## config.mk

```make
export PLATFORM = sky130hd
export DESIGN_NAME = txd_engine
export DESIGN_NICKNAME = d
export VERILOG_FILES = /design/src/rtl/txd_crc32.v /design/src/rtl/txd_engine.v
export VERILOG_INCLUDE_DIRS = /design/src /design/src/rtl
export SDC_FILE = /design/constraint.sdc
export NUM_CORES = 1
export LEC_CHECK = 0
export BUFFER_PORTS_ARGS = -buffer_cell sky130_fd_sc_hd__buf_2
export CAP_MARGIN = 5
export CORE_MARGIN = 4
export CORE_UTILIZATION = 55
export DETAILED_ROUTE_END_ITERATION = 10
export PLACE_DENSITY = 0.87
export RECOVER_POWER = 100
export SYNTH_ARGS = -nofsm -noshare
export SYNTH_HDL_FRONTEND = slang
export SYNTH_SLANG_ARGS = --single-unit
```

## constraint.sdc

```tcl
create_clock -name clk_i -period 3.99 [get_ports clk_i]
set_clock_uncertainty 0.2 [all_clocks]
set_input_delay 0.5985 -clock clk_i [delete_from_list [all_inputs] [get_ports clk_i]]
set_output_delay 0.5985 -clock clk_i [all_outputs]
set_load 0.02 [all_outputs]
```

## src/rtl/txd_defines.vh

```
// Constants for the transmit descriptor engine: register map, descriptor layout, flags
`ifndef TXD_DEFINES_VH
`define TXD_DEFINES_VH

////////////////////////////////////////////////////////////////////////////////
// Register byte offsets on the Wishbone slave
`define TXD_OFS_HEAD 8'h00
`define TXD_OFS_ACK 8'h04
`define TXD_OFS_CTRL 8'h08
`define TXD_OFS_STAT 8'h0C

////////////////////////////////////////////////////////////////////////////////
// Descriptor word byte offsets from the descriptor base
`define TXD_W_LINK 4'h0
`define TXD_W_BPTR 4'h4
`define TXD_W_OFSLEN 4'h8
`define TXD_W_FLGLEN 4'hC

// Flag bit positions in the flags/packet-length word
`define TXD_F_FIRST 31
`define TXD_F_LAST 30
`define TXD_F_OWN 29
`define TXD_F_QEND 28
`define TXD_F_TDN 27
`define TXD_F_CRCSUP 26

// Control and status bit positions
`define TXD_CTRL_TDN 0
`define TXD_ST_BUSY 0
`define TXD_ST_QEND 1
`define TXD_ST_TDN 2
`define TXD_ST_NOWN 3
`define TXD_ST_INT 4

// Reset values and counts
`define TXD_RST_WORD 32'h0000_0000
`define TXD_CRC_INIT 32'hFFFF_FFFF
`define TXD_CRC_POLY 32'hEDB8_8320
`define TXD_CRC_BYTES 2'h3

`endif

```

## src/rtl/txd_crc32.v

```verilog
// Byte-wide reflected CRC-32 accumulator with a registered result
`include "txd_defines.vh"

module txd_crc32 (
    input wire clk_i,
    input wire rst_i,
    input wire ce_i,
    input wire init_i,
    input wire en_i,
    input wire [7:0] data_i,
    output reg [31:0] crc_o
);

reg [31:0] crc_next;
integer i;

////////////////////////////////////////////////////////////////////////////////
// One byte, LSB first, eight serial steps unrolled by the loop
always @* begin
    crc_next = crc_o ^ {24'h00_0000, data_i};
    for (i = 0; i < 8; i = i + 1) begin
        crc_next = crc_next[0] ? ((crc_next >> 1) ^ `TXD_CRC_POLY) : (crc_next >> 1);
    end
end

// Init has priority so a new packet never inherits a stale remainder
always @(posedge clk_i) begin
    if (rst_i) begin
        crc_o <= `TXD_CRC_INIT;
    end else if (ce_i) begin
        if (init_i) begin
            crc_o <= `TXD_CRC_INIT;
        end else if (en_i) begin
            crc_o <= crc_next;
        end
    end
end

endmodule // txd_crc32

```

## src/rtl/txd_engine.v

```verilog
// Transmit descriptor walker: Wishbone registers, memory master, byte stream to the MAC
//
// Function
// - Descriptor is four aligned 32-bit words
// - Zero link ends queue; link never written
// - Null link already read halts channel
// - Skip offset bytes before buffer data
// - Offset honoured on first fragment only
// - Buffer length counts fetched data bytes
// - Packet length taken from first fragment
// - First flag starts, last flag ends packet
// - Clear ownership in first descriptor after packet
// - Last with null link: set queue end, halt
// - Teardown marks first unsent packet, stops
// - Append generated CRC when not supplied
// - Supplied CRC sent as data, none generated
// - Only ownership, queue-end, teardown flags written
// - Buffer pointer may be any byte address
// - Offset high, length low; flags high, packet low
// - Head pointer write starts or restarts queue
// - Ack register: last done descriptor, interrupt
`include "txd_defines.vh"

module txd_engine (
    input wire clk_i,
    input wire rst_i,
    input wire ce_i,
    // Wishbone classic slave
    input wire wb_cyc_i,
    input wire wb_stb_i,
    input wire wb_we_i,
    input wire [7:0] wb_adr_i,
    input wire [3:0] wb_sel_i,
    input wire [31:0] wb_dat_i,
    output reg [31:0] wb_dat_o,
    output reg wb_ack_o,
    // System memory master, word wide
    output reg mem_req_o,
    output reg mem_we_o,
    output reg [31:0] mem_addr_o,
    output reg [31:0] mem_wdata_o,
    input wire [31:0] mem_rdata_i,
    input wire mem_ack_i,
    // Byte stream to the MAC transmit datapath
    output reg [7:0] tx_data_o,
    output reg tx_valid_o,
    output reg tx_first_o,
    output reg tx_last_o,
    input wire tx_ready_i,
    output reg chan_int_o
);

localparam [7:0] S_IDLE = 8'h01;
localparam [7:0] S_DRD = 8'h02;
localparam [7:0] S_BRD = 8'h04;
localparam [7:0] S_BOUT = 8'h08;
localparam [7:0] S_COUT = 8'h10;
localparam [7:0] S_QEND = 8'h20;
localparam [7:0] S_OWN = 8'h40;
localparam [7:0] S_TDN = 8'h80;

reg [7:0] state_reg;
reg [31:0] cur_reg;
reg [31:0] link_reg;
reg [31:0] bptr_reg;
reg [31:0] ofslen_reg;
reg [31:0] flglen_reg;
reg [1:0] widx_reg;
reg [15:0] idx_reg;
reg [15:0] skip_reg;
reg [15:0] pkt_rem_reg;
reg [31:0] sop_addr_reg;
reg [31:0] sop_w3_reg;
reg crc_sup_reg;
reg in_pkt_reg;
reg halt_after_reg;
reg [1:0] cidx_reg;
reg [31:0] done_reg;
reg [31:0] sw_ack_reg;
reg tdn_pend_reg;
reg st_qend_reg;
reg st_tdn_reg;
reg st_nown_reg;
reg crc_init_reg;

wire [31:0] crc_val;
wire [31:0] sel_mask;
wire [31:0] byte_addr;
wire [15:0] buf_len;
wire frag_end;
wire busy;
wire wb_hit;
wire crc_en;

////////////////////////////////////////////////////////////////////////////////
// Field decode and derived terms
assign buf_len = ofslen_reg[15:0];
assign byte_addr = bptr_reg + {16'h0000, skip_reg} + {16'h0000, idx_reg};
assign frag_end = (idx_reg + 16'h0001) == buf_len;
assign busy = (state_reg != S_IDLE);
assign wb_hit = wb_cyc_i & wb_stb_i & ~wb_ack_o;
assign sel_mask = {{8{wb_sel_i[3]}}, {8{wb_sel_i[2]}}, {8{wb_sel_i[1]}}, {8{wb_sel_i[0]}}};
// Only bytes the MAC actually took enter the remainder
assign crc_en = (state_reg == S_BOUT) & tx_valid_o & tx_ready_i & ~crc_sup_reg;

txd_crc32 u_crc (
    .clk_i(clk_i),
    .rst_i(rst_i),
    .ce_i(ce_i),
    .init_i(crc_init_reg),
    .en_i(crc_en),
    .data_i(tx_data_o),
    .crc_o(crc_val)
);

////////////////////////////////////////////////////////////////////////////////
// Wishbone slave: one wait state, ack drops the cycle after it is given
always @(posedge clk_i) begin
    if (rst_i) begin
        wb_ack_o <= 1'b0;
        wb_dat_o <= `TXD_RST_WORD;
        sw_ack_reg <= `TXD_RST_WORD;
        chan_int_o <= 1'b0;
    end else if (ce_i) begin
        wb_ack_o <= wb_hit;
        chan_int_o <= (done_reg != sw_ack_reg);
        if (wb_hit & wb_we_i & (wb_adr_i == `TXD_OFS_ACK)) begin
            sw_ack_reg <= (sw_ack_reg & ~sel_mask) | (wb_dat_i & sel_mask);
        end
        // Unmapped addresses read as zero and writes there are dropped
        if (wb_hit & ~wb_we_i) begin
            if (wb_adr_i == `TXD_OFS_HEAD) begin
                wb_dat_o <= busy ? cur_reg : `TXD_RST_WORD;
            end else if (wb_adr_i == `TXD_OFS_ACK) begin
                wb_dat_o <= done_reg;
            end else if (wb_adr_i == `TXD_OFS_CTRL) begin
                wb_dat_o <= {31'h0000_0000, tdn_pend_reg};
            end else if (wb_adr_i == `TXD_OFS_STAT) begin
                wb_dat_o <= {pkt_rem_reg, 11'h000, chan_int_o, st_nown_reg, st_tdn_reg, st_qend_reg, busy};
            end else begin
                wb_dat_o <= `TXD_RST_WORD;
            end
        end
    end
end

////////////////////////////////////////////////////////////////////////////////
// Descriptor walker and data mover
always @(posedge clk_i) begin
    if (rst_i) begin
        state_reg <= S_IDLE;
        cur_reg <= `TXD_RST_WORD;
        link_reg <= `TXD_RST_WORD;
        bptr_reg <= `TXD_RST_WORD;
        ofslen_reg <= `TXD_RST_WORD;
        flglen_reg <= `TXD_RST_WORD;
        widx_reg <= 2'h0;
        idx_reg <= 16'h0000;
        skip_reg <= 16'h0000;
        pkt_rem_reg <= 16'h0000;
        sop_addr_reg <= `TXD_RST_WORD;
        sop_w3_reg <= `TXD_RST_WORD;
        crc_sup_reg <= 1'b0;
        in_pkt_reg <= 1'b0;
        halt_after_reg <= 1'b0;
        cidx_reg <= 2'h0;
        done_reg <= `TXD_RST_WORD;
        tdn_pend_reg <= 1'b0;
        st_qend_reg <= 1'b0;
        st_tdn_reg <= 1'b0;
        st_nown_reg <= 1'b0;
        crc_init_reg <= 1'b0;
        mem_req_o <= 1'b0;
        mem_we_o <= 1'b0;
        mem_addr_o <= `TXD_RST_WORD;
        mem_wdata_o <= `TXD_RST_WORD;
        tx_data_o <= 8'h00;
        tx_valid_o <= 1'b0;
        tx_first_o <= 1'b0;
        tx_last_o <= 1'b0;
    end else if (ce_i) begin
        crc_init_reg <= 1'b0;
        // Teardown command; a request while idle completes at once
        if (wb_hit & wb_we_i & wb_sel_i[0] & (wb_adr_i == `TXD_OFS_CTRL) & wb_dat_i[`TXD_CTRL_TDN]) begin
            if (busy) begin
                tdn_pend_reg <= 1'b1;
            end else begin
                st_tdn_reg <= 1'b1;
            end
        end
        case (state_reg)
            S_IDLE: begin
                // Head write starts or restarts; ignored while a list is active
                if (wb_hit & wb_we_i & (wb_adr_i == `TXD_OFS_HEAD) & (wb_dat_i != `TXD_RST_WORD)) begin
                    cur_reg <= {wb_dat_i[31:2], 2'b00};
                    widx_reg <= 2'h0;
                    in_pkt_reg <= 1'b0;
                    st_qend_reg <= 1'b0;
                    st_nown_reg <= 1'b0;
                    st_tdn_reg <= 1'b0;
                    state_reg <= S_DRD;
                end
            end
            S_DRD: begin
                // Four word reads from the aligned base, gap cycle between them
                if (~mem_req_o & ~mem_ack_i) begin
                    mem_req_o <= 1'b1;
                    mem_we_o <= 1'b0;
                    mem_addr_o <= cur_reg + {28'h000_0000, widx_reg, 2'b00};
                end
                if (mem_req_o & mem_ack_i) begin
                    mem_req_o <= 1'b0;
                    widx_reg <= widx_reg + 2'h1;
                    if (widx_reg == 2'h0) begin
                        link_reg <= mem_rdata_i;
                    end else if (widx_reg == 2'h1) begin
                        bptr_reg <= mem_rdata_i;
                    end else if (widx_reg == 2'h2) begin
                        ofslen_reg <= mem_rdata_i;
                    end else begin
                        flglen_reg <= mem_rdata_i;
                        idx_reg <= 16'h0000;
                        skip_reg <= 16'h0000;
                        if (~in_pkt_reg & tdn_pend_reg) begin
                            // Mark only this packet, touch nothing after it
                            mem_wdata_o <= (mem_rdata_i | (32'h1 << `TXD_F_TDN)) & ~(32'h1 << `TXD_F_OWN);
                            state_reg <= S_TDN;
                        end else if (~in_pkt_reg & ~(mem_rdata_i[`TXD_F_FIRST] & mem_rdata_i[`TXD_F_OWN])) begin
                            // Not a packet handed to us: stop rather than guess
                            st_nown_reg <= 1'b1;
                            state_reg <= S_IDLE;
                        end else begin
                            if (~in_pkt_reg) begin
                                in_pkt_reg <= 1'b1;
                                sop_addr_reg <= cur_reg;
                                sop_w3_reg <= mem_rdata_i;
                                crc_sup_reg <= mem_rdata_i[`TXD_F_CRCSUP];
                                pkt_rem_reg <= mem_rdata_i[15:0];
                                skip_reg <= ofslen_reg[31:16];
                                crc_init_reg <= 1'b1;
                            end
                            state_reg <= S_BRD;
                            if (ofslen_reg[15:0] == 16'h0000) begin
                                state_reg <= S_BOUT;
                            end
                        end
                    end
                end
            end
            S_BRD: begin
                // One word read per byte; the lane is picked from the byte address
                if (~mem_req_o & ~mem_ack_i) begin
                    mem_req_o <= 1'b1;
                    mem_we_o <= 1'b0;
                    mem_addr_o <= {byte_addr[31:2], 2'b00};
                end
                if (mem_req_o & mem_ack_i) begin
                    mem_req_o <= 1'b0;
                    tx_data_o <= mem_rdata_i[{byte_addr[1:0], 3'b000} +: 8];
                    tx_valid_o <= 1'b1;
                    tx_first_o <= (idx_reg == 16'h0000) & (sop_addr_reg == cur_reg);
                    tx_last_o <= frag_end & flglen_reg[`TXD_F_LAST] & crc_sup_reg;
                    state_reg <= S_BOUT;
                end
            end
            S_BOUT: begin
                // Empty buffers arrive here with no byte pending and fall through
                if ((tx_valid_o & tx_ready_i) | (buf_len == 16'h0000)) begin
                    tx_valid_o <= 1'b0;
                    tx_first_o <= 1'b0;
                    tx_last_o <= 1'b0;
                    idx_reg <= idx_reg + 16'h0001;
                    if (tx_valid_o) begin
                        pkt_rem_reg <= pkt_rem_reg - 16'h0001;
                    end
                    if (~frag_end & (buf_len != 16'h0000)) begin
                        state_reg <= S_BRD;
                    end else if (flglen_reg[`TXD_F_LAST]) begin
                        cidx_reg <= 2'h0;
                        halt_after_reg <= (link_reg == `TXD_RST_WORD);
                        state_reg <= crc_sup_reg ? S_QEND : S_COUT;
                    end else if (link_reg == `TXD_RST_WORD) begin
                        // Null link read mid-packet: stop, software restarts
                        st_qend_reg <= 1'b1;
                        state_reg <= S_IDLE;
                    end else begin
                        cur_reg <= link_reg;
                        widx_reg <= 2'h0;
                        state_reg <= S_DRD;
                    end
                end
            end
            S_COUT: begin
                // Generated CRC, inverted, low byte first, outside the lengths
                if (~tx_valid_o) begin
                    tx_data_o <= ~crc_val[{cidx_reg, 3'b000} +: 8];
                    tx_valid_o <= 1'b1;
                    tx_last_o <= (cidx_reg == `TXD_CRC_BYTES);
                end else if (tx_ready_i) begin
                    tx_valid_o <= 1'b0;
                    tx_last_o <= 1'b0;
                    cidx_reg <= cidx_reg + 2'h1;
                    if (cidx_reg == `TXD_CRC_BYTES) begin
                        state_reg <= S_QEND;
                    end
                end
            end
            S_QEND: begin
                // Queue end on the last descriptor is written before ownership
                // returns, so software never sees a free packet without it
                if (~halt_after_reg) begin
                    state_reg <= S_OWN;
                end else if (~mem_req_o & ~mem_ack_i) begin
                    mem_req_o <= 1'b1;
                    mem_we_o <= 1'b1;
                    mem_addr_o <= cur_reg + {28'h000_0000, `TXD_W_FLGLEN};
                    mem_wdata_o <= (cur_reg == sop_addr_reg) ?
                        ((flglen_reg | (32'h1 << `TXD_F_QEND)) & ~(32'h1 << `TXD_F_OWN)) :
                        (flglen_reg | (32'h1 << `TXD_F_QEND));
                end else if (mem_req_o & mem_ack_i) begin
                    mem_req_o <= 1'b0;
                    mem_we_o <= 1'b0;
                    if (cur_reg == sop_addr_reg) begin
                        done_reg <= sop_addr_reg;
                        in_pkt_reg <= 1'b0;
                        st_qend_reg <= 1'b1;
                        state_reg <= S_IDLE;
                    end else begin
                        state_reg <= S_OWN;
                    end
                end
            end
            S_OWN: begin
                // Ownership is returned on the first descriptor only
                if (~mem_req_o & ~mem_ack_i) begin
                    mem_req_o <= 1'b1;
                    mem_we_o <= 1'b1;
                    mem_addr_o <= sop_addr_reg + {28'h000_0000, `TXD_W_FLGLEN};
                    mem_wdata_o <= sop_w3_reg & ~(32'h1 << `TXD_F_OWN);
                end else if (mem_req_o & mem_ack_i) begin
                    mem_req_o <= 1'b0;
                    mem_we_o <= 1'b0;
                    done_reg <= sop_addr_reg;
                    in_pkt_reg <= 1'b0;
                    if (halt_after_reg) begin
                        st_qend_reg <= 1'b1;
                        state_reg <= S_IDLE;
                    end else begin
                        cur_reg <= link_reg;
                        widx_reg <= 2'h0;
                        state_reg <= S_DRD;
                    end
                end
            end
            S_TDN: begin
                // Teardown write to the first unsent packet, then stop until a head write restarts
                if (~mem_req_o & ~mem_ack_i) begin
                    mem_req_o <= 1'b1;
                    mem_we_o <= 1'b1;
                    mem_addr_o <= cur_reg + {28'h000_0000, `TXD_W_FLGLEN};
                end else if (mem_req_o & mem_ack_i) begin
                    mem_req_o <= 1'b0;
                    mem_we_o <= 1'b0;
                    done_reg <= cur_reg;
                    // A teardown command in this very cycle stays pending: set wins over clear
                    tdn_pend_reg <= wb_hit & wb_we_i & wb_sel_i[0] & (wb_adr_i == `TXD_OFS_CTRL) & wb_dat_i[`TXD_CTRL_TDN];
                    st_tdn_reg <= 1'b1;
                    state_reg <= S_IDLE;
                end
            end
            default: begin
                state_reg <= S_IDLE;
            end
        endcase
    end
end

endmodule // txd_engine

```

Yosys cells after proc, flatten, opt, wreduce, memory -nomap -nowiden
Index checks and enable logic that the tools add are counted.
Cells by class
  add/subtract/negate cells: 9
  equal/unequal tests: 60
  shifts and indexed selects: 2
  mux-type cells: 188
  bitwise operators: 52
  reductions and logical operators: 51
Operators by type and width (count)
  two-way mux 32 bit: 44
  case mux 32 bit (3 select lines): 3
  two-way mux 16 bit: 17
  two-way mux 8 bit: 20
  case mux 32 bit (5 select lines): 1
  inverter 13 -> 14 bit: 8
  != test 2 bit, second input constant: 34
  two-way mux 1 bit: 65
  adder 32 x 16 -> 32 bit: 2
  adder 32 x 4 -> 32 bit, second input constant: 2
  bitwise AND 32 bit: 2
  equality test 32 bit: 2
  case mux 16 bit (2 select lines): 2
  case mux 8 bit (8 select lines): 1
  variable part select 32 x 6 -> 8 bit: 2
  adder 32 x 4 -> 32 bit: 1
  logical NOT 16 bit: 2
  logical NOT 32 bit: 1
  two-way mux 2 bit: 16
  != test 32 bit: 1
  inverter 32 bit: 1
  OR 32 bit: 1
  nonzero test 32 bit: 1
  XOR 32 x 8 -> 32 bit: 1
  other kinds (51): 132
Word-level totals
  bits in registers: 499
  bits of input ports: 84
  logic and storage cells: 397

Logic depth before layout (Yosys ltp)
  word-level depth: 19
  depth in mapped cells: 14
  depth with buffers taken out: 11

By module
A second synthesis with hierarchy kept.
Second synthesis, totals
  cells, all modules: 3368
  area, all modules: 26560.5 µm²
Modules (own cells, without submodules)
  txd_engine: times used 1, cells an instance 3189, area an instance 24761.2 µm², seq. area each 9288.9 µm²
  txd_crc32: times used 1, cells an instance 179, area an instance 1799.2 µm², seq. area each 640.6 µm²

Worst setup path after synthesis
Ideal clock, no wire load.
  kind: register to register
  start point: register state_reg[0]
  end point: register mem_addr_o[28]
  library setup time: 0.122 ns
  arrival: 3.419 ns
  slack: 0.250 ns
  cell stages (with the launch flop): 15
  cells stage by stage: dfxtp_1 > clkbuf_1 > nor4_4 > and4_1 > clkbuf_1 > buf_1 > buf_1 > mux2i_1 > ha_1 > clkbuf_1 > a221oi_1 > a21boi_0 > xnor2_1 > a221oi_1 > nor2_1
On the way
  cells in the longest elaborated chain, start to end: 3
RTL lines
  start: declaration: RTL line txd_engine.v:62  | reg [7:0] state_reg;
  start signal: assignment: RTL line txd_engine.v:281  | state_reg <= crc_sup_reg ? S_QEND : S_COUT;
  equality test 8 bit, or another cell as far along: RTL line txd_engine.v:191  | case (state_reg)
  nonzero test 5 bit (no line) or != test 2 bit (tied branches)
  AND reduction 6 bit (no line)
  end signal: assignment: RTL line txd_engine.v:175  | mem_addr_o <= `TXD_RST_WORD;
  end signal: assignment: RTL line txd_engine.v:209  | mem_addr_o <= cur_reg + {28'h000_0000, widx_reg, 2'b00};
  end signal: assignment: RTL line txd_engine.v:255  | mem_addr_o <= {byte_addr[31:2], 2'b00};
  end: declaration: RTL line txd_engine.v:40  | output reg [31:0] mem_addr_o,
Parallel ways exist; a longest one is shown, timed or not.
A chain may end at the register's enable or synchronous reset.

Final worst setup path
  start point: register state_reg[0]
  end point: register done_reg[1]
On the way
  cells in the longest elaborated chain, start to end: 3
RTL lines
  equality test 8 x 6 -> 1 bit, or another cell as far along: RTL line txd_engine.v:191
  != test 2 bit (no line) or nonzero test 3 bit (tied branches)
  AND reduction 10 bit (no line)
  end signal: assignment: RTL line txd_engine.v:167  | done_reg <= `TXD_RST_WORD;
  end signal: assignment: RTL line txd_engine.v:324  | done_reg <= sop_addr_reg;
  end signal: assignment: RTL line txd_engine.v:343  | done_reg <= sop_addr_reg;
  end: declaration: RTL line txd_engine.v:78  | reg [31:0] done_reg;
Parallel ways exist; a longest one is shown, timed or not.

==> flow_summary.toml <==
[global_route]
grt_max_degree = 228
grt_overflow = 0
grt_first_pass_wirelength_um = 142000
grt_use_total = 0.351
antenna_found_initial = 3
grt_pass1_vias = 24300

[timing]
fin_crit_sh = 0.955
tightest_slew_ps = 1490
post-route-min-period_ps = 3810
whs_ps = 45.5
setup_violations = 0
final_hold_viol_count = 0
drv_slew = 0
relSlewSlack = 0.00529
fin_setup_tns_ps = 0
rsz0062_at_grt = "false"
max_freq_ghz = 0.262

[synthesis]
netlist_instances = 3365
syn-num-nets = 3493
ys.warnings.count = 0
syn-cell-area_sq_um = 26400
syn_area_per_cell_sq_um = 7.85
synth.distinct_cells = 74
synth_edf_count = 0
ys_seq_area_frac = 0.376
synth.ff_latch_count = 496
synthArstFlopShare = 0
synthFlopType = "dfxtp_1"

[detailed_routing]
drtAntennaViolNets = 0
top_layer_used = "met5"
vias = 26600
wl_met3_um = 12900
dr.first_iter.drc_count = 3935
wl_met1_um = 35800
wirelength_um = 94900
vias_per_cell = 6.51
drc = 0
dr.pass1.iters = 6
wl_met2_um = 40500
wl_per_cell_um = 23.2

[worst_setup_path]
crit_type = "reg2reg"
path_max_fanout = 64
timing.rr.start = "state_reg[0]$_SDFFE_PP1P_"
critPathSlowestCell = "buf_2"
timing.critical_path.buf_inv = 3
cp.arrival_ps = 4130
max_stage_delay_ps = 890
critPathCaptureType = "flip-flop"
cp_top_family = "buffers and inverters"
crit_start = "state_reg[0]$_SDFFE_PP1P_"
path_cells = "nor4_4, nand4_1, clkbuf_1, and2_0, buf_4, nor3_2, buf_2, nor2_1, a211oi_1"
critPathRequiredTime_ps = 4310
startpoint_type = "flip-flop"

[finish]
n_fill_cell = 4048
drive_above_1_share = 0.0942
num-nets-final = 3559
final_util = 0.621
synthToLayoutAreaGrowth_pct = 12.0

[placed_design]
detailed_place_hpwl_um = 65500
io_buffers = 194
place.gp.congestion = 1.02

[hold_path]
hold_class = "in2reg"
hp-start = "wb_dat_i[1]"

[floorplan]
initial_core_util = 0.555
die_h_um = 227
io_pins = 195
core_area_sq_um = 47600
fp.dieW_um = 227
num_rows = 80
die_area_sq_um = 51600

[cts]
cts.sinks = 496
clk_latency_ps = 620
path_clk_slew_ps = 70
root_buffer = "clkbuf_16"
cts_tree = "done"
htree_levels = 2
cts.path.max_buffers = 3
cts_buffers = 51

[power]
vdd_drop_max_uv = 448
p_per_area_nw_per_um2 = 405
leakage_nw = 10.1
power_mw = 12.0

[flow_run]
drv_cap = 1

[status]
status = "finished, violations left"
violations = "capacitance limit"
==> repair_timing <==
action,CTS,global route
buffers inserted,0,0
resized for setup,0,1
hold buffers,0,0
setup endpoints to repair,0,21
==> cell families after synthesis <==
kind of cell,Yosys count,synth area share
AOI/OAI and AO/OA,858,0.200
xor gates and xnor gates,247,0.0819
adders and majority gates,44,0.0259
buffers and inverters,328,0.0486
DFF,496,0.376
muxes,121,0.0538
and+or+nand+nor,1271,0.214
==> metrics by stage <==
stage / setup slack [ps] / instance area, sq um / cells
after global routing: 7.52 / 29600 / 4088
after floorplan: 250 / 26400 / 3365
after CTS: 244 / 29800 / 4086
final: 180 / 29600 / 4088
after global placement: 356 / 28000 / 3992
after detailed placement: 286 / 28000 / 3992
==> synthesized netlist by cell type (6+ instances only) <==
cell type  number  area [sq um]
nand2_1       589          2210
dfxtp_1       496          9930
a21oi_1       389          1950
nor2_1        295          1110
clkbuf_1      271          1020
xnor2_1       165          1450
o21ai_0       118           591
nand3_1       107           536
mux2i_1        96           961
a211oi_1       89           668
xor2_1         82           718
nor4_1         57           357
nor3_1         56           280
a22oi_1        45           338
nand4_1        36           225
a311oi_1       33           289
o31ai_1        31           233
inv_1          30           113
o22ai_1        27           169
ha_1           26           325
o311ai_0       26           228
or3_1          20           125
a221oi_1       19           166
a31oi_1        18           113
fa_1           18           360
buf_1          16          60.1
mux4_2         16           360
and4_1         13           114
nand2b_1       13          81.3
and2_1         12          75.1
and3_1         12          75.1
or4_1          12          90.1
nor2b_1        10          62.6
mux2_2          9           101
o211ai_1        9          67.6
or2_2           9          56.3
nor3b_1         7          52.6
o2111ai_1       7          61.3
o221ai_1        7          61.3
buf_6           6          67.6
==> placed cells by master (no fill, tap or decap), types with 26 or more instances in the layout <==
cell       synthesis  routed
xnor2_1          165     165
o31ai_1           31      31
nand2_1          589     588
ha_1              26      26
xor2_1            82      82
nor2_1           295     290
o311ai_0          26      26
a311oi_1          33      33
nor4_1            57      56
buf_4              1      88
buf_2              3      83
inv_1             30      29
clkbuf_16          0      52
dfxtp_1          496     496
nand3_1          107     107
nor3_1            56      53
nand4_1           36      36
clkbuf_1         271     133
o22ai_1           27      27
mux2i_1           96      96
a211oi_1          89      89
a22oi_1           45      45
a21oi_1          389     388
o21ai_0          118     119
==> final timing paths <==
path / to / slack (ps) / depth (start not counted)
min: flip-flop / 50 / 3
max: done_reg[1]$_SDFFE_PP0P_ / 180 / 9
min reg2reg: sop_w3_reg[8]$_SDFFE_PP0P_ / 250 / 2
max reg2reg: done_reg[1]$_SDFFE_PP0P_ / 180 / 9
==> worst min-delay path, stage by stage <==
cell     delay (ps)
buf_2           110
nand3_1          60
a21oi_1          50
==> power by group <==
part           switching (mW)  internal [mW]  leakage (nW)  total, mW
Combinational            1.10          0.488          5.22       1.59
Sequential              0.149           5.07          4.00       5.22
Clock                    2.13           3.06         0.901       5.19
Total                    3.38           8.61          10.1       12.0
==> metal layers <==
layer | track usage | vias to the layer above
li1 | - | 12000
met1 | 0.463 | 12400
met2 | 0.525 | 1830
met3 | 0.102 | 374
met4 | 0.179 | 2
met5 | 0 | -
==> area by class of cell <==
type	instances	area, sq um	area share
Clock buffer	74	1520	0.0515
Inverter	30	113	0.00380
Clock inverter	20	300	0.0101
Tap cell	615	769	0.0260
Antenna cell	1	2.50	0.0000845
Sequential cell	496	9930	0.335
Multi-Input combinational cell	2541	15300	0.516
Timing Repair Buffer	311	1700	0.0575
Note: power is estimated with default switching activity, not from simulation.
